===== src/rtl/psp_defines.svh =====
// register offsets, field positions, reset values and phase codes of the host port
`ifndef PSP_DEFINES_SVH
`define PSP_DEFINES_SVH

// ************************************************************
// register offsets
// ************************************************************
`define ADDR_DATA_PORT   8'h08
`define ADDR_PORT_E      8'h09
`define ADDR_IRQ_STATUS  8'h0C
`define ADDR_DATA_DIR    8'h88
`define ADDR_STATUS      8'h89
`define ADDR_IRQ_MASK    8'h8C

// ************************************************************
// status register fields
// ************************************************************
`define BIT_IN_FULL      7
`define BIT_OUT_FULL     6
`define BIT_OVERRUN      5
`define BIT_HOST_SEL     4
`define BIT_UNUSED       3
`define DIR_MSB          2
`define BIT_PIN_CS       2
`define BIT_PIN_WR       1
`define BIT_PIN_RD       0

// ************************************************************
// reset values and irq field
// ************************************************************
`define DIR_CTRL_RESET   3'h7
`define DIR_DATA_RESET   8'hFF
`define BYTE_ZERO        8'h00
`define CTRL_ZERO        3'h0
`define BIT_IRQ_DONE     7

// ************************************************************
// quarter-cycle phase codes
// ************************************************************
`define PHASE_TWO        2'h1
`define PHASE_FOUR       2'h3
`define PHASE_STEP       2'h1
`define PHASE_RESET      2'h0

`endif


===== src/rtl/psp_pkg.sv =====
// types shared by the host port controller
package psp_pkg;

   // completion sequencer: release seen, wait phase two, then phase four
   typedef enum logic [1:0] {
      SEQ_IDLE      = 2'b00,
      SEQ_WAIT_TWO  = 2'b01,
      SEQ_WAIT_FOUR = 2'b10
   } done_seq_e;

   typedef logic [7:0] byte_t;

endpackage


===== src/rtl/parallel_slave_port_ctrl.sv =====
// parallel slave port controller with status, direction and completion interrupt
//
// Function
// in-full flag set on unread received byte
// out-full flag high until host reads
// overrun on write over unread byte
// three control pin directions, reset inputs
// status bit three reads zero
// read strobe with select drives latch
// write strobe with select captures bus
// strobes ignored while select high
// slave mode only while select bit set
// in-full and irq on phase four
// out-full cleared at read start
// in-full and out-full flags held clear outside slave mode
// strobes synchronised before edge detection
`timescale 1ns/1ps
`default_nettype none
`include "psp_defines.svh"

module parallel_slave_port_ctrl
   import psp_pkg::*;
(
   input  wire logic       sys_clk,
   input  wire logic       rst,
   input  wire logic [7:0] reg_addr,
   input  wire logic [7:0] reg_wdata,
   input  wire logic       reg_wr,
   input  wire logic       reg_rd,
   output logic      [7:0] reg_rdata,
   output logic            irq,
   input  wire logic [7:0] data_in,
   output logic      [7:0] data_out,
   output logic      [7:0] data_oe,
   input  wire logic [2:0] ctrl_pin_in,
   output logic      [2:0] ctrl_pin_out,
   output logic      [2:0] ctrl_pin_oe
);

   // both active-low lines asserted
   function automatic logic both_low(input logic a_n, input logic b_n);
      return ~a_n & ~b_n;
   endfunction

   // ************************************************************
   // register and state declarations
   // ************************************************************
   logic [2:0] ctrl_meta_reg;
   logic [2:0] ctrl_sync_reg;
   logic [7:0] data_meta_reg;
   logic [7:0] data_sync_reg;
   logic       wr_act_reg;
   logic       rd_act_reg;
   logic [1:0] phase_reg;
   done_seq_e  seq_reg;
   logic       seq_wr_reg;
   logic       seq_rd_reg;
   byte_t      in_latch_reg;
   byte_t      out_latch_reg;
   byte_t      data_dir_reg;
   logic [2:0] port_e_reg;
   logic [2:0] ctrl_dir_reg;
   logic       host_sel_reg;
   logic       in_full_reg;
   logic       out_full_reg;
   logic       overrun_reg;
   logic       irq_done_reg;
   logic       irq_mask_reg;
   byte_t      reg_rdata_reg;

   logic       cs_n;
   logic       wr_n;
   logic       rd_n;
   logic       wr_act;
   logic       rd_act;
   logic       wr_start;
   logic       rd_start;
   logic       wr_end;
   logic       rd_end;
   logic       phase_two;
   logic       phase_four;
   logic       done_wr;
   logic       done_rd;
   logic       sw_data_wr;
   logic       sw_data_rd;
   logic       sw_stat_wr;
   logic       sw_irq_rd;
   byte_t      status_view;

   // ************************************************************
   // pin synchronisers
   // ************************************************************
   // two-flop strobe sync
   always_ff @(posedge sys_clk) begin
      if (rst) begin
         ctrl_meta_reg <= `DIR_CTRL_RESET;
         ctrl_sync_reg <= `DIR_CTRL_RESET;
      end else begin
         ctrl_meta_reg <= ctrl_pin_in;
         ctrl_sync_reg <= ctrl_meta_reg;
      end
   end

   // data bus sync, settles while the strobe is still low
   always_ff @(posedge sys_clk) begin
      if (rst) begin
         data_meta_reg <= `BYTE_ZERO;
         data_sync_reg <= `BYTE_ZERO;
      end else begin
         data_meta_reg <= data_in;
         data_sync_reg <= data_meta_reg;
      end
   end

   assign cs_n = ctrl_sync_reg[`BIT_PIN_CS];
   assign wr_n = ctrl_sync_reg[`BIT_PIN_WR];
   assign rd_n = ctrl_sync_reg[`BIT_PIN_RD];

   // select gates both strobes
   // strobes are not decoded outside slave mode
   assign wr_act = host_sel_reg & both_low(cs_n, wr_n);
   assign rd_act = host_sel_reg & both_low(cs_n, rd_n);

   // edge-detected start and release of each strobe
   always_ff @(posedge sys_clk) begin
      if (rst) begin
         wr_act_reg <= 1'b0;
         rd_act_reg <= 1'b0;
      end else begin
         wr_act_reg <= wr_act;
         rd_act_reg <= rd_act;
      end
   end

   assign wr_start = wr_act & ~wr_act_reg;
   assign rd_start = rd_act & ~rd_act_reg;
   assign wr_end   = ~wr_act & wr_act_reg;
   assign rd_end   = ~rd_act & rd_act_reg;

   // ************************************************************
   // quarter-cycle phases and completion sequencer
   // ************************************************************
   // free-running phase counter, one phase per clock
   always_ff @(posedge sys_clk) begin
      if (rst) begin
         phase_reg <= `PHASE_RESET;
      end else begin
         phase_reg <= phase_reg + `PHASE_STEP;
      end
   end

   assign phase_two  = (phase_reg == `PHASE_TWO);
   assign phase_four = (phase_reg == `PHASE_FOUR);

   // release, next phase two, then phase four
   always_ff @(posedge sys_clk) begin
      if (rst) begin
         seq_reg <= SEQ_IDLE;
      end else begin
         unique case (seq_reg)
            SEQ_IDLE: begin
               if (wr_end | rd_end) begin
                  seq_reg <= SEQ_WAIT_TWO;
               end
            end
            SEQ_WAIT_TWO: begin
               if (phase_two) begin
                  seq_reg <= SEQ_WAIT_FOUR;
               end
            end
            SEQ_WAIT_FOUR: begin
               if (phase_four) begin
                  seq_reg <= (wr_end | rd_end) ? SEQ_WAIT_TWO : SEQ_IDLE;
               end
            end
            default: begin
               seq_reg <= SEQ_IDLE;
            end
         endcase
      end
   end

   assign done_wr = (seq_reg == SEQ_WAIT_FOUR) & phase_four & seq_wr_reg;
   assign done_rd = (seq_reg == SEQ_WAIT_FOUR) & phase_four & seq_rd_reg;

   // which kinds of transfer are waiting to complete
   always_ff @(posedge sys_clk) begin
      if (rst) begin
         seq_wr_reg <= 1'b0;
         seq_rd_reg <= 1'b0;
      end else if ((seq_reg == SEQ_WAIT_FOUR) & phase_four) begin
         seq_wr_reg <= wr_end;
         seq_rd_reg <= rd_end;
      end else begin
         seq_wr_reg <= seq_wr_reg | wr_end;
         seq_rd_reg <= seq_rd_reg | rd_end;
      end
   end

   // ************************************************************
   // software access decode
   // ************************************************************
   assign sw_data_wr = reg_wr & (reg_addr == `ADDR_DATA_PORT);
   assign sw_data_rd = reg_rd & (reg_addr == `ADDR_DATA_PORT);
   assign sw_stat_wr = reg_wr & (reg_addr == `ADDR_STATUS);
   assign sw_irq_rd  = reg_rd & (reg_addr == `ADDR_IRQ_STATUS);

   // ************************************************************
   // data latches
   // ************************************************************
   // capture bus while write and select low
   always_ff @(posedge sys_clk) begin
      if (rst) begin
         in_latch_reg <= `BYTE_ZERO;
      end else if (wr_act) begin
         in_latch_reg <= data_sync_reg;
      end
   end

   // firmware output latch, shared by both port modes
   always_ff @(posedge sys_clk) begin
      if (rst) begin
         out_latch_reg <= `BYTE_ZERO;
      end else if (sw_data_wr) begin
         out_latch_reg <= reg_wdata;
      end
   end

   // ************************************************************
   // control registers
   // ************************************************************
   // direction bits reset to inputs
   always_ff @(posedge sys_clk) begin
      if (rst) begin
         ctrl_dir_reg <= `DIR_CTRL_RESET;
         host_sel_reg <= 1'b0;
      end else if (sw_stat_wr) begin
         ctrl_dir_reg <= reg_wdata[`DIR_MSB:0];
         host_sel_reg <= reg_wdata[`BIT_HOST_SEL];
      end
   end

   // general-purpose direction and control pin latch
   always_ff @(posedge sys_clk) begin
      if (rst) begin
         data_dir_reg <= `DIR_DATA_RESET;
         port_e_reg   <= `CTRL_ZERO;
      end else begin
         if (reg_wr & (reg_addr == `ADDR_DATA_DIR)) begin
            data_dir_reg <= reg_wdata;
         end
         if (reg_wr & (reg_addr == `ADDR_PORT_E)) begin
            port_e_reg <= reg_wdata[`DIR_MSB:0];
         end
      end
   end

   // ************************************************************
   // status flags
   // ************************************************************
   // set on completion, cleared by latch read
   // held clear outside slave mode
   always_ff @(posedge sys_clk) begin
      if (rst) begin
         in_full_reg <= 1'b0;
      end else if (~host_sel_reg) begin
         in_full_reg <= 1'b0;
      end else if (done_wr) begin
         in_full_reg <= 1'b1;
      end else if (sw_data_rd) begin
         in_full_reg <= 1'b0;
      end
   end

   // firmware write sets, read start clears
   always_ff @(posedge sys_clk) begin
      if (rst) begin
         out_full_reg <= 1'b0;
      end else if (~host_sel_reg) begin
         out_full_reg <= 1'b0;
      end else if (sw_data_wr) begin
         out_full_reg <= 1'b1;
      end else if (rd_start) begin
         out_full_reg <= 1'b0;
      end
   end

   // write over unread byte, software zero clears
   // survives leaving slave mode
   always_ff @(posedge sys_clk) begin
      if (rst) begin
         overrun_reg <= 1'b0;
      end else if (wr_start & in_full_reg) begin
         overrun_reg <= 1'b1;
      end else if (sw_stat_wr & ~reg_wdata[`BIT_OVERRUN]) begin
         overrun_reg <= 1'b0;
      end
   end

   // ************************************************************
   // completion interrupt
   // ************************************************************
   // sticky done flag, read of irq status clears, set wins
   always_ff @(posedge sys_clk) begin
      if (rst) begin
         irq_done_reg <= 1'b0;
      end else if (done_wr | done_rd) begin
         irq_done_reg <= 1'b1;
      end else if (sw_irq_rd) begin
         irq_done_reg <= 1'b0;
      end
   end

   // mask has the same layout as the irq status
   always_ff @(posedge sys_clk) begin
      if (rst) begin
         irq_mask_reg <= 1'b0;
      end else if (reg_wr & (reg_addr == `ADDR_IRQ_MASK)) begin
         irq_mask_reg <= reg_wdata[`BIT_IRQ_DONE];
      end
   end

   assign irq = irq_done_reg & irq_mask_reg;

   // ************************************************************
   // register read path
   // ************************************************************
   // bit three left at zero
   always_comb begin
      status_view                = `BYTE_ZERO;
      status_view[`BIT_IN_FULL]  = in_full_reg;
      status_view[`BIT_OUT_FULL] = out_full_reg;
      status_view[`BIT_OVERRUN]  = overrun_reg;
      status_view[`BIT_HOST_SEL] = host_sel_reg;
      status_view[`DIR_MSB:0]    = ctrl_dir_reg;
   end

   // read data valid in the cycle after the strobe only
   always_ff @(posedge sys_clk) begin
      if (rst) begin
         reg_rdata_reg <= `BYTE_ZERO;
      end else if (reg_rd) begin
         case (reg_addr)
            `ADDR_DATA_PORT:  reg_rdata_reg <= host_sel_reg ? in_latch_reg : data_sync_reg;
            `ADDR_PORT_E:     reg_rdata_reg <= {5'h00, ctrl_sync_reg};
            `ADDR_IRQ_STATUS: reg_rdata_reg <= {irq_done_reg, 7'h00};
            `ADDR_DATA_DIR:   reg_rdata_reg <= data_dir_reg;
            `ADDR_STATUS:     reg_rdata_reg <= status_view;
            `ADDR_IRQ_MASK:   reg_rdata_reg <= {irq_mask_reg, 7'h00};
            default:          reg_rdata_reg <= `BYTE_ZERO;
         endcase
      end else begin
         reg_rdata_reg <= `BYTE_ZERO;
      end
   end

   assign reg_rdata = reg_rdata_reg;

   // ************************************************************
   // pin drivers
   // ************************************************************
   // drive latch during host read
   // data bus direction follows the host, not the direction register, in slave mode
   assign data_out = out_latch_reg;
   assign data_oe  = host_sel_reg ? {8{rd_act}} : ~data_dir_reg;

   // zero bit drives the control pin
   // control pins are forced to inputs in slave mode to avoid bus contention
   assign ctrl_pin_out = port_e_reg;
   assign ctrl_pin_oe  = host_sel_reg ? `CTRL_ZERO : ~ctrl_dir_reg;

endmodule // parallel_slave_port_ctrl

`default_nettype wire


===== config.mk =====
export PLATFORM = sky130hd
export DESIGN_NAME = parallel_slave_port_ctrl
export DESIGN_NICKNAME = d
export VERILOG_FILES = /design/src/rtl/psp_pkg.sv /design/src/rtl/parallel_slave_port_ctrl.sv
export VERILOG_INCLUDE_DIRS = /design/src /design/src/rtl
export SDC_FILE = /design/constraint.sdc
export NUM_CORES = 1
export LEC_CHECK = 0
export ABC_CLOCK_PERIOD_IN_PS = 2900
export BUFFER_PORTS_ARGS = -buffer_cell sky130_fd_sc_hd__buf_4
export CAP_MARGIN = 15
export CORE_MARGIN = 2
export CORE_UTILIZATION = 40
export CTS_CLUSTER_DIAMETER = 80
export CTS_CLUSTER_SIZE = 40
export DETAILED_ROUTE_END_ITERATION = 12
export HOLD_SLACK_MARGIN = 0.05
export PLACE_DENSITY = 0.68
export SLEW_MARGIN = 20
export SYNTH_ARGS = -nofsm -noshare
export SYNTH_HDL_FRONTEND = slang
export SYNTH_SLANG_ARGS = --single-unit

===== constraint.sdc =====
create_clock -name sys_clk -period 2.9 [get_ports sys_clk]
set_input_delay 0.145 -clock sys_clk [delete_from_list [all_inputs] [get_ports sys_clk]]
set_output_delay 0.145 -clock sys_clk [all_outputs]
set_load 0.01 [all_outputs]

* Word-level counts from Yosys, hierarchy flattened
Index checks and enable logic that the tools add are counted.
** Operators by class
- Add/sub/neg operators :: 1
- Equality and inequality tests :: 13
- Multiplexer cells :: 19
- Bitwise operators :: 37
- Reductions and logical operators :: 8
** Operator list (count)
- one-hot mux 8 bit (6 select lines) :: 1
- equality test 8 x 4 -> 1 bit, second input constant :: 3
- equality test 8 bit, second input constant :: 3
- bitwise AND 1 bit :: 21
- 2-to-1 mux 8 bit :: 2
- 2-to-1 mux 1 bit :: 11
- NOT 1 bit :: 10
- NOT 8 bit :: 1
- nonzero test 2 bit :: 4
- 2-to-1 mux 2 bit :: 3
- != test 2 bit, second input constant :: 3
- one-hot mux 2 bit (3 select lines) :: 1
- equality test 2 x 1 -> 1 bit, second input constant :: 2
- equality test 2 bit, second input constant :: 2
- OR 1 bit :: 4
- OR reduction 2 bit :: 2
- 2-to-1 mux 3 bit :: 1
- NOT 3 bit :: 1
- AND reduction 3 bit :: 1
- adder 2 x 1 -> 2 bit, second input constant :: 1
- logical NOT 2 bit :: 1
** Word-level totals
- Register bits after elaboration :: 74
- Input bits :: 31

* Logic depth before layout (Yosys ltp)
Gate-level depths: netlist (run 1).
- Word-level depth :: 9
- Depth in mapped cells :: 6
- Gate-level depth less buffers :: 5

* Least setup slack after synthesis (run 1)
OpenSTA, ideal clock, no wires.
- Kind :: reg-to-reg
- Start :: register host_sel_reg
- End :: register seq_wr_reg
- Library setup time :: 0.128 ns
- Data arrival time :: 1.190 ns
- Required time :: 2.772 ns
- Slack :: 1.582 ns
- Stages on the path, launching flop included :: 5
- Buffers on the path :: 1
- Clock period less this slack :: 1.318 ns
- Cell sequence :: dfxtp_1 -> or3b_2 -> buf_2 -> a22oi_1 -> nor2_1
** Between the ends
- Cells in the longest elaborated chain, start to end :: 5
** Ends and longest elaborated chain
- start: declaration :: RTL line parallel_slave_port_ctrl.sv:63 : logic host_sel_reg;
- start signal: assignment :: RTL line parallel_slave_port_ctrl.sv:239 : host_sel_reg <= reg_wdata[`BIT_HOST_SEL];
- bitwise AND 1 bit * :: RTL line parallel_slave_port_ctrl.sv:121 : assign wr_act = host_sel_reg & both_low(cs_n, wr_n);
- NOT 1 bit * :: RTL line parallel_slave_port_ctrl.sv:137 : assign wr_end = ~wr_act & wr_act_reg;
- bitwise AND 1 bit * :: RTL line parallel_slave_port_ctrl.sv:137
- OR 1 bit :: RTL line parallel_slave_port_ctrl.sv:195 : seq_wr_reg <= seq_wr_reg | wr_end;
- 2-to-1 mux 1 bit * :: RTL line parallel_slave_port_ctrl.sv:191 : end else if ((seq_reg == SEQ_WAIT_FOUR) & phase_four) begin
- end signal: assignment :: RTL line parallel_slave_port_ctrl.sv:192 : seq_wr_reg <= wr_end;
- end signal: assignment :: RTL line parallel_slave_port_ctrl.sv:195
- end: declaration :: RTL line parallel_slave_port_ctrl.sv:56 : logic seq_wr_reg;
Mark *: on every way between the ends. The rest lies on a longest branch, timed or not.
A chain may end at the register's enable or synchronous reset.

* Worst setup path in the final report (run 1)
- Start :: register host_sel_reg
- End :: output port data_oe[2]
** Between the ends
- Cells in the longest elaborated chain, start to end :: 2
** Ends and longest elaborated chain
- bitwise AND 1 bit :: RTL line parallel_slave_port_ctrl.sv:122 : assign rd_act = host_sel_reg & both_low(cs_n, rd_n);
- 2-to-1 mux 8 bit * :: RTL line parallel_slave_port_ctrl.sv:365 : assign data_oe = host_sel_reg ? {8{rd_act}} : ~data_dir_reg;
- end: declaration :: RTL line parallel_slave_port_ctrl.sv:34 : output logic [7:0] data_oe,
Marks and branches as above.

==> results of run 1 <==
-- power groups by stage --
| stage | Clock, mW | Sequential (mW) | Combinational (mW) |
|---|---|---|---|
| floorplan | 0 | 1.06 | 0.0552 |
| global placement | 0 | 1.06 | 0.106 |
| detailed placement | 0 | 1.06 | 0.108 |
| CTS | 0.777 | 1.04 | 0.127 |
| global route | 0.818 | 1.04 | 0.140 |
| finish | 0.752 | 1.04 | 0.127 |
-- kinds of logic (layout without fill, tap and decap cells) --
group	Yosys count	after routing	synth area share [%]
mux	22	22	7.76
flops	74	74	51.0
fa+ha+maj	2	2	0.862
buf+inv	24	101	4.18
simple gates	128	128	23.8
compound gates	59	59	12.3
-- synth_stat cells, drive strengths merged --
| cell type | count | area share, % |
|---|---|---|
| a2111o | 1 | 0.39 |
| a211o | 1 | 0.30 |
| a21oi | 23 | 4.2 |
| a22o | 2 | 0.60 |
| a22oi | 11 | 2.8 |
| a31oi | 2 | 0.43 |
| and2 | 1 | 0.22 |
| and3 | 2 | 0.43 |
| and4bb | 2 | 0.86 |
| buf | 11 | 2.5 |
| clkbuf | 9 | 1.2 |
| dfxtp | 74 | 51 |
| ha | 2 | 0.86 |
| inv | 4 | 0.52 |
| mux2 | 4 | 1.6 |
| mux2i | 18 | 6.2 |
| nand2 | 27 | 3.5 |
| nand2b | 2 | 0.43 |
| nand3 | 7 | 1.2 |
| nand3b | 3 | 0.78 |
| nor2 | 39 | 5.0 |
| nor2b | 17 | 3.7 |
| nor3 | 14 | 2.6 |
| nor3b | 1 | 0.43 |
| nor4 | 1 | 0.73 |
| nor4b | 2 | 1.6 |
| o21ai | 17 | 2.9 |
| o22a | 2 | 0.60 |
| or2 | 7 | 1.5 |
| or3 | 1 | 0.22 |
| or3b | 2 | 0.60 |
-- routing by layer --
metal / vias up / global-route usage, % / routed length [um]
li1: 1201 / - / -
met1: 1094 / 22.6 / 2970
met2: 71 / 25.5 / 2910
met3: 14 / 4.89 / 367
met4: 0 / 9.36 / 180
met5: - / 0 / 0
-- critical path: cells and delay by family, from the launching register on --
| kind | cells | cell delay [ns] |
|---|---|---|
| AOI/OAI and AO/OA | 1 | 0.18 |
| buffers and inverters | 1 | 0.17 |
| DFF | 1 | 0.50 |
| and+or+nand+nor | 1 | 0.56 |
-- worst max path at each step --
stage | slack [ns] | endpoint | from | cells past startpoint
floorplan | 1.58 | seq_wr_reg | host_sel_reg | 4
global placement | 1.22 | data_out[7] | reg_addr[0] | 6
detailed placement | 1.20 | data_out[1] | reg_addr[0] | 6
CTS | 1.0 | data_oe[6] | host_sel_reg | 3
global route | 0.89 | data_oe[2] | host_sel_reg | 3
finish | 1.01 | data_oe[2] | host_sel_reg | 3
-- area by class of cell --
class                           instances  share of cell area, %
Clock buffer                           10                   3.40
Clock inverter                          6                   1.53
Inverter                                4                  0.399
Multi-Input combinational cell        211                   34.6
Sequential cell                        74                   39.4
Tap cell                               99                   3.30
Timing Repair Buffer                   81                   17.4
==> flow_summary.yaml, run 1 <==
clock_network:
  clockBufferDepth: 2
  htree_levels: 3
  cts_resized: 0
  clkTransAtPathRegs_ns: 0.07
  cts_hold_buffers: 18
  numCtsBuffers: 9
  cts_tree: "built"
  numClockSinks: 74
  clk_latency_ns: 0.34
  post_cts_buffers: 0
  root_buffer: "clkbuf_8"
power:
  combPwrFrac_pct: 6.6
  clkPwrFrac_pct: 39.2
  leakagePower_nw: 1.53
  p_switching_mw: 0.427
  swShare_pct: 22.3
  p_per_area_mw_per_mm2: 510
  ir_drop_mv: 0.248
  seq_power_share_pct: 54.2
  p_int_mw: 1.49
  total_power_mw: 1.92
cells_and_area:
  num_antenna_cells: 0
  area_growth_pct: 29.5
  layout_common_cells: "dfxtp_1 (74), buf_4 (63), nor2_1 (39)"
  multiInputGateArea_sq_mm: 0.00130
  seqCellArea_sq_mm: 0.00148
  fin_cells: 485
  drive_gt1_share_pct: 25.4
  fin_util_pct: 52.7
  num-nets-final: 414
  final_common_cell: "dfxtp_1"
  fill_cells: 706
  fin_area_sq_mm: 0.00376
route:
  drc: 0
  drt_wl_total_mm: 6.43
  drt-pass1-iter-count: 4
  final_antenna_net_count: 0
  wl_per_cell_um: 13.3
  vias_per_cell: 4.91
  num_vias: 2380
  drt-initial-drc-count: 152
setup_path:
  start_kind: "flip-flop"
  crit-reg2reg-launch: "host_sel_reg"
  reg2reg_depth: 4
  arrival_ns: 1.74
  crit_required_ns: 2.76
  reg2reg_slack_ns: 1.30
  cp-end-kind: "primary output"
  r2r-end: "seq_reg[0]"
  crit_type: "flip-flop to primary output"
  slowest_delay_ns: 0.56
  path_max_fanout: 12
  path_cells: "or3b_1 -> o21ai_0 -> buf_4"
  crit_slowest_cell: "or3b_1"
die:
  core_area_sq_mm: 0.00714
  initial_core_util_pct: 40.7
  floorplan.rows: 31
  dieArea_sq_mm: 0.00795
  die_w_um: 89.2
  die_y_um: 89.2
  pin_count: 62
timing:
  relSlewSlack_pct: 53.8
  setup-violations-final: 0
  rsz0062_at_grt: "false"
  slew_viol_final: 0
  post-route-min-period_ns: 1.89
  clock_skew_ns: 0.00850
  period_share_pct: 65.0
  fmax_mhz: 530
  worst_slew_pin_slew_ns: 0.693
  hold_ws_ns: 0.0751
  tns_ns: 0
  finalHoldViolations: 0
  fin_ws_ns: 1.01
yosys:
  synthDistinctLibCells: 38
  synth.yosys.warnings: 0
  avgSynthCellArea_sq_um: 9.39
  synth-seq-cells: 74
  synth_area_sq_mm: 0.00290
  yosysSeqAreaShare_pct: 51.0
  synth_fp_nets: 342
  syn_inst: 309
placement:
  place_inst: 451
  dp_hpwl_mm: 4.51
  portBuffers: 61
  place_area_sq_mm: 0.00339
  place_congestion: 0.823
  dpl_worst_slack_ns: 1.20
grt:
  grt_pass1_vias: 2105
  grt_max_degree: 75
  antenna_found_initial: 0
  grt.overflow.total: 0
  grt_pass1_wl_mm: 10.1
  grt_usage_pct: 17.2
job:
  max_cap_violations: 0
min_path:
  worstHoldPathType: "input pin to flip-flop"
  whs_path_depth: 3
  whs_endpoint: "data_out[6]"
  min_from: "reg_wdata[6]"
outcome:
  status: "complete, no violations"
Note: power is estimated with default switching activity, not from simulation.
==> run 2: changes to the inputs <==
--- a/config.mk
+++ b/config.mk
@@ -6,7 +6,7 @@
 export SDC_FILE = /design/constraint.sdc
 export NUM_CORES = 1
 export LEC_CHECK = 0
-export ABC_CLOCK_PERIOD_IN_PS = 2900
+export ABC_CLOCK_PERIOD_IN_PS = 1900
 export BUFFER_PORTS_ARGS = -buffer_cell sky130_fd_sc_hd__buf_4
 export CAP_MARGIN = 15
 export CORE_MARGIN = 2
==> constraint.sdc (replaced) <==
create_clock -name sys_clk -period 1.9 [get_ports sys_clk]
set_input_delay 0.095 -clock sys_clk [delete_from_list [all_inputs] [get_ports sys_clk]]
set_output_delay 0.095 -clock sys_clk [all_outputs]
set_load 0.01 [all_outputs]
==> run 2 against run 1 <==
Against the previous run: sequential share of layout area fell by 0.43 points; worst hold slack got worse by 0.0093 ns; largest power group unchanged; cell count rose by 0.82%; first-iteration DRC count fell by 11%; sequential cell count did not move; combinational power rose by 54%; count of clock-buffer cells in the layout fell by 1.
==> flow_summary.yaml, run 2 (synthesized netlist as in run 1, its figures left out) <==
route:
  vias_per_cell: 4.83
  drc: 0
  drt_wl_total_mm: 6.47
  num_vias: 2364
  final_antenna_net_count: 0
  drt-pass1-iter-count: 4
  drt-initial-drc-count: 136
  wl_per_cell_um: 13.2
grt:
  grt_usage_pct: 17.2
  grt_pass1_vias: 2130
  grt.overflow.total: 0
  grt_pass1_wl_mm: 10.2
  grt_max_degree: 40
  antenna_found_initial: 0
placement:
  portBuffers: 61
  place_congestion: 0.828
  dp_hpwl_mm: 4.73
cells_and_area:
  layout_common_cells: "dfxtp_1 (74), buf_4 (66), nor2_1 (39)"
  final_common_cell: "dfxtp_1"
  fill_cells: 692
  drive_gt1_share_pct: 26.2
  num-nets-final: 418
  area_growth_pct: 30.9
  num_antenna_cells: 0
clock_network:
  cts_resized: 0
  cts_hold_buffers: 19
  htree_levels: 3
  root_buffer: "clkbuf_8"
  clk_latency_ns: 0.35
  cts_tree: "built"
  clockBufferDepth: 2
  numCtsBuffers: 9
  clkTransAtPathRegs_ns: 0.08
  post_cts_buffers: 0
  numClockSinks: 74
setup_path:
  cp-startpoint: "host_sel_reg"
  arrival_ns: 1.56
  cp-end-kind: "primary output"
  crit_path_end: "data_oe[6]"
  reg2reg_depth: 4
  start_kind: "flip-flop"
  path_max_fanout: 12
  reg2reg_slack_ns: 0.37
  crit_required_ns: 1.80
  r2r-end: "in_latch_reg[3]"
  crit_type: "flip-flop to primary output"
  crit-reg2reg-launch: "host_sel_reg"
timing:
  period_share_pct: 87.1
  rsz0062_at_grt: "false"
  setup-violations-final: 0
  worst_slew_pin_slew_ns: 0.587
  slew_viol_final: 0
  hold_ws_ns: 0.0658
  finalHoldViolations: 0
  clock_skew_ns: 0.00972
  post-route-min-period_ns: 1.66
  fmax_mhz: 604
  tns_ns: 0
  relSlewSlack_pct: 60.7
job:
  max_cap_violations: 0
outcome:
  status: "complete, no violations"
die:
  floorplan.rows: 31
  pin_count: 62
  initial_core_util_pct: 40.7
  core_area_sq_mm: 0.00714
  die_y_um: 89.2
  dieArea_sq_mm: 0.00795
  die_w_um: 89.2
min_path:
  worstHoldPathType: "input pin to flip-flop"
power:
  leakagePower_nw: 1.56
  p_per_area_mw_per_mm2: 781
  ir_drop_mv: 0.341
## run 2: per-layer routing
layer | track usage (%) | share of wire (%) | up-vias
li1 | - | - | 1213
met3 | 4.71 | 5.9 | 10
met4 | 7.46 | 1.7 | 0
met5 | 0 | 0 | -
met1 | 22.0 | 45 | 1070
met2 | 27.5 | 47 | 71
## run 2: report_power, final
| part | internal, mW | switching, mW | total, mW |
|---|---|---|---|
| logic | 0.106 | 0.0890 | 0.195 |
| clock network | 0.603 | 0.581 | 1.18 |
| registers | 1.58 | 0.0119 | 1.59 |
## run 2: worst min-delay path by stage
| stage | slack [ns] | startpoint | endpoint | cells past startpoint |
|---|---|---|---|---|
| after floorplan | 0.20 | ctrl_pin_in[0] | ctrl_meta_reg[0] | 1 |
| after global placement | 0.28 | ctrl_pin_in[2] | ctrl_meta_reg[2] | 2 |
| after detailed placement | 0.28 | ctrl_pin_in[2] | ctrl_meta_reg[2] | 2 |
| after CTS | 0.05 | reg_rd | irq_done_reg | 4 |
| after global routing | 0.08 | reg_rd | reg_rdata[7] | 3 |
| final | 0.07 | reg_rd | irq_done_reg | 4 |
## run 2: worst max-delay path, stage by stage (launching register included)
cell and delay [ns]:
dfxtp_1 0.35, or3b_1 0.51, o21ai_0 0.18, buf_4 0.17
## run 2: through the flow
stage / worst slack (ns) / util (%) / instance area [sq um] / std cells / total power [mW]
after floorplan: 0.582 / - / 2900 / 309 / 1.70
after global placement: 0.471 / 47.9 / 3420 / 454 / 1.79
after detailed placement: 0.377 / 47.9 / 3420 / 454 / 1.79
after CTS: 0.220 / 53.2 / 3800 / 489 / 3.00
after global routing: 0.123 / 53.2 / 3800 / 489 / 3.09
final: 0.245 / 53.2 / 3800 / 489 / 2.97
## run 2: area by class of cell
class	instances	area (sq um)	share of cell area, %
clock buffers	9	124	3.26
clock inverters	7	70.1	1.84
inverters	4	15.0	0.395
multi-input cells	211	1300	34.2
flip-flops and latches	74	1480	39.0
well taps	99	124	3.26
repair buffers	85	686	18.0
==> run 3: changes to the inputs <==
--- a/config.mk
+++ b/config.mk
@@ -9,7 +9,6 @@
 export ABC_CLOCK_PERIOD_IN_PS = 1900
 export BUFFER_PORTS_ARGS = -buffer_cell sky130_fd_sc_hd__buf_4
 export CAP_MARGIN = 15
-export CORE_MARGIN = 2
 export CORE_UTILIZATION = 40
 export CTS_CLUSTER_DIAMETER = 80
 export CTS_CLUSTER_SIZE = 40
==> run 3 against run 2 <==
Against the previous run: setup slack improved by 0.025 ns; die area down 4.4%; count of clock-buffer cells in the layout is 2 higher; global-route usage down 0.53 points; via count decreased by 1.1%; highest routed layer unchanged.
==> flow_summary.yaml, run 3 (synthesized netlist as in run 1, its figures left out) <==
outcome:
  status: "complete, no violations"
route:
  drc: 0
  num_vias: 2338
  final_antenna_net_count: 0
  drt-pass1-iter-count: 4
  vias_per_cell: 4.83
  wl_per_cell_um: 12.5
  drt-initial-drc-count: 137
  drt_wl_total_mm: 6.04
placement:
  dp_hpwl_mm: 4.26
  place_congestion: 0.817
  portBuffers: 61
clock_network:
  clockBufferDepth: 2
  numCtsBuffers: 9
  numClockSinks: 74
  clkTransAtPathRegs_ns: 0.07
  root_buffer: "clkbuf_8"
  htree_levels: 3
  post_cts_buffers: 0
  clk_latency_ns: 0.33
  cts_tree: "built"
cells_and_area:
  num-nets-final: 417
  area_growth_pct: 30.5
  drive_gt1_share_pct: 25.5
  fin_util_pct: 54.8
  num_antenna_cells: 0
  layout_common_cells: "dfxtp_1 (74), buf_4 (65), nor2_1 (39)"
  final_common_cell: "dfxtp_1"
grt:
  grt_pass1_wl_mm: 9.72
  grt_pass1_vias: 2181
  grt.overflow.total: 0
  grt_usage_pct: 16.7
  grt_max_degree: 42
  antenna_found_initial: 0
timing:
  fmax_mhz: 613
  tns_ns: 0
  period_share_pct: 85.8
  hold_ws_ns: 0.0812
  finalHoldViolations: 0
  relSlewSlack_pct: 60.8
  setup-violations-final: 0
  clock_skew_ns: 0.00459
  slew_viol_final: 0
  rsz0062_at_grt: "false"
  post-route-min-period_ns: 1.63
  worst_slew_pin_slew_ns: 0.585
setup_path:
  cp-startpoint: "host_sel_reg"
  crit_required_ns: 1.80
  crit-reg2reg-launch: "host_sel_reg"
  arrival_ns: 1.54
  crit_path_end: "data_oe[2]"
  r2r-end: "overrun_reg"
  start_kind: "flip-flop"
  cp-end-kind: "primary output"
  path_max_fanout: 12
  crit_type: "flip-flop to primary output"
  reg2reg_slack_ns: 0.34
  reg2reg_depth: 4
job:
  max_cap_violations: 0
die:
  core_area_sq_mm: 0.00691
  dieArea_sq_mm: 0.00760
  pin_count: 62
  die_w_um: 87.2
  initial_core_util_pct: 42.0
  floorplan.rows: 30
  die_y_um: 87.2
power:
  total_power_mw: 2.95
  p_per_area_mw_per_mm2: 779
  ir_drop_mv: 0.464
  leakagePower_nw: 1.55
min_path:
  worstHoldPathType: "input pin to flip-flop"
run 3: cell types whose count changed in the layout (fill, tap and decap cells not counted):
cell and delta:
buf_4 -1, clkbuf_8 +1, clkinv_2 -2, inv_6 +1, clkinv_4 -2, clkbuf_1 +1
run 3: report_power, final:
part	leakage, nW	internal [mW]	switching, mW
Clock	0.0958	0.638	0.533
Sequential	0.602	1.58	0.0104
Combinational	0.850	0.106	0.0869
run 3: worst min path at each step:
stage	start	endpoint	cells past startpoint	slack (ns)
final	reg_rd	irq_done_reg	4	0.08
after global placement	ctrl_pin_in[1]	ctrl_meta_reg[1]	2	0.28
after floorplan	ctrl_pin_in[0]	ctrl_meta_reg[0]	1	0.20
after detailed placement	ctrl_pin_in[0]	ctrl_meta_reg[0]	2	0.28
after global routing	reg_rd	reg_rdata[7]	3	0.08
after CTS	reg_rd	irq_done_reg	4	0.07
run 3: critical path: stages (launching register included):
cell and delay (ns):
dfxtp_1 0.35, or3b_1 0.53, o21ai_0 0.17, buf_4 0.16
run 3: area by class of cell:
type | count | area (sq um)
Fill cell | 670 | 3120
Tap cell | 96 | 120
Clock inverter | 4 | 51.3
Multi-Input combinational cell | 211 | 1300
Clock buffer | 11 | 141
Sequential cell | 74 | 1480
Timing Repair Buffer | 84 | 678
Inverter | 4 | 15.0
run 3: per-stage QoR:
stage | std cells | cell area [sq um] | setup slack, ns
2_1_floorplan | 309 | 2900 | 0.582
3_3_place_gp | 450 | 3400 | 0.363
3_5_place_dp | 450 | 3400 | 0.331
4_1_cts | 484 | 3790 | 0.246
5_1_grt | 484 | 3790 | 0.192
6_report | 484 | 3790 | 0.270
run 3: routing by layer:
metal | wire (um) | GRT usage (%) | share of wire (%)
met5 | 0 | 0 | 0
met4 | 93 | 8.79 | 1.5
met3 | 228 | 3.13 | 3.8
met2 | 2840 | 27.8 | 47
met1 | 2880 | 20.6 | 48
run 3: repair_timing:
action | 4_1_cts | 5_1_grt
gates resized for setup | 0 | 0
hold buffers | 19 | 0
endpoints found under the hold margin | 27 | 0
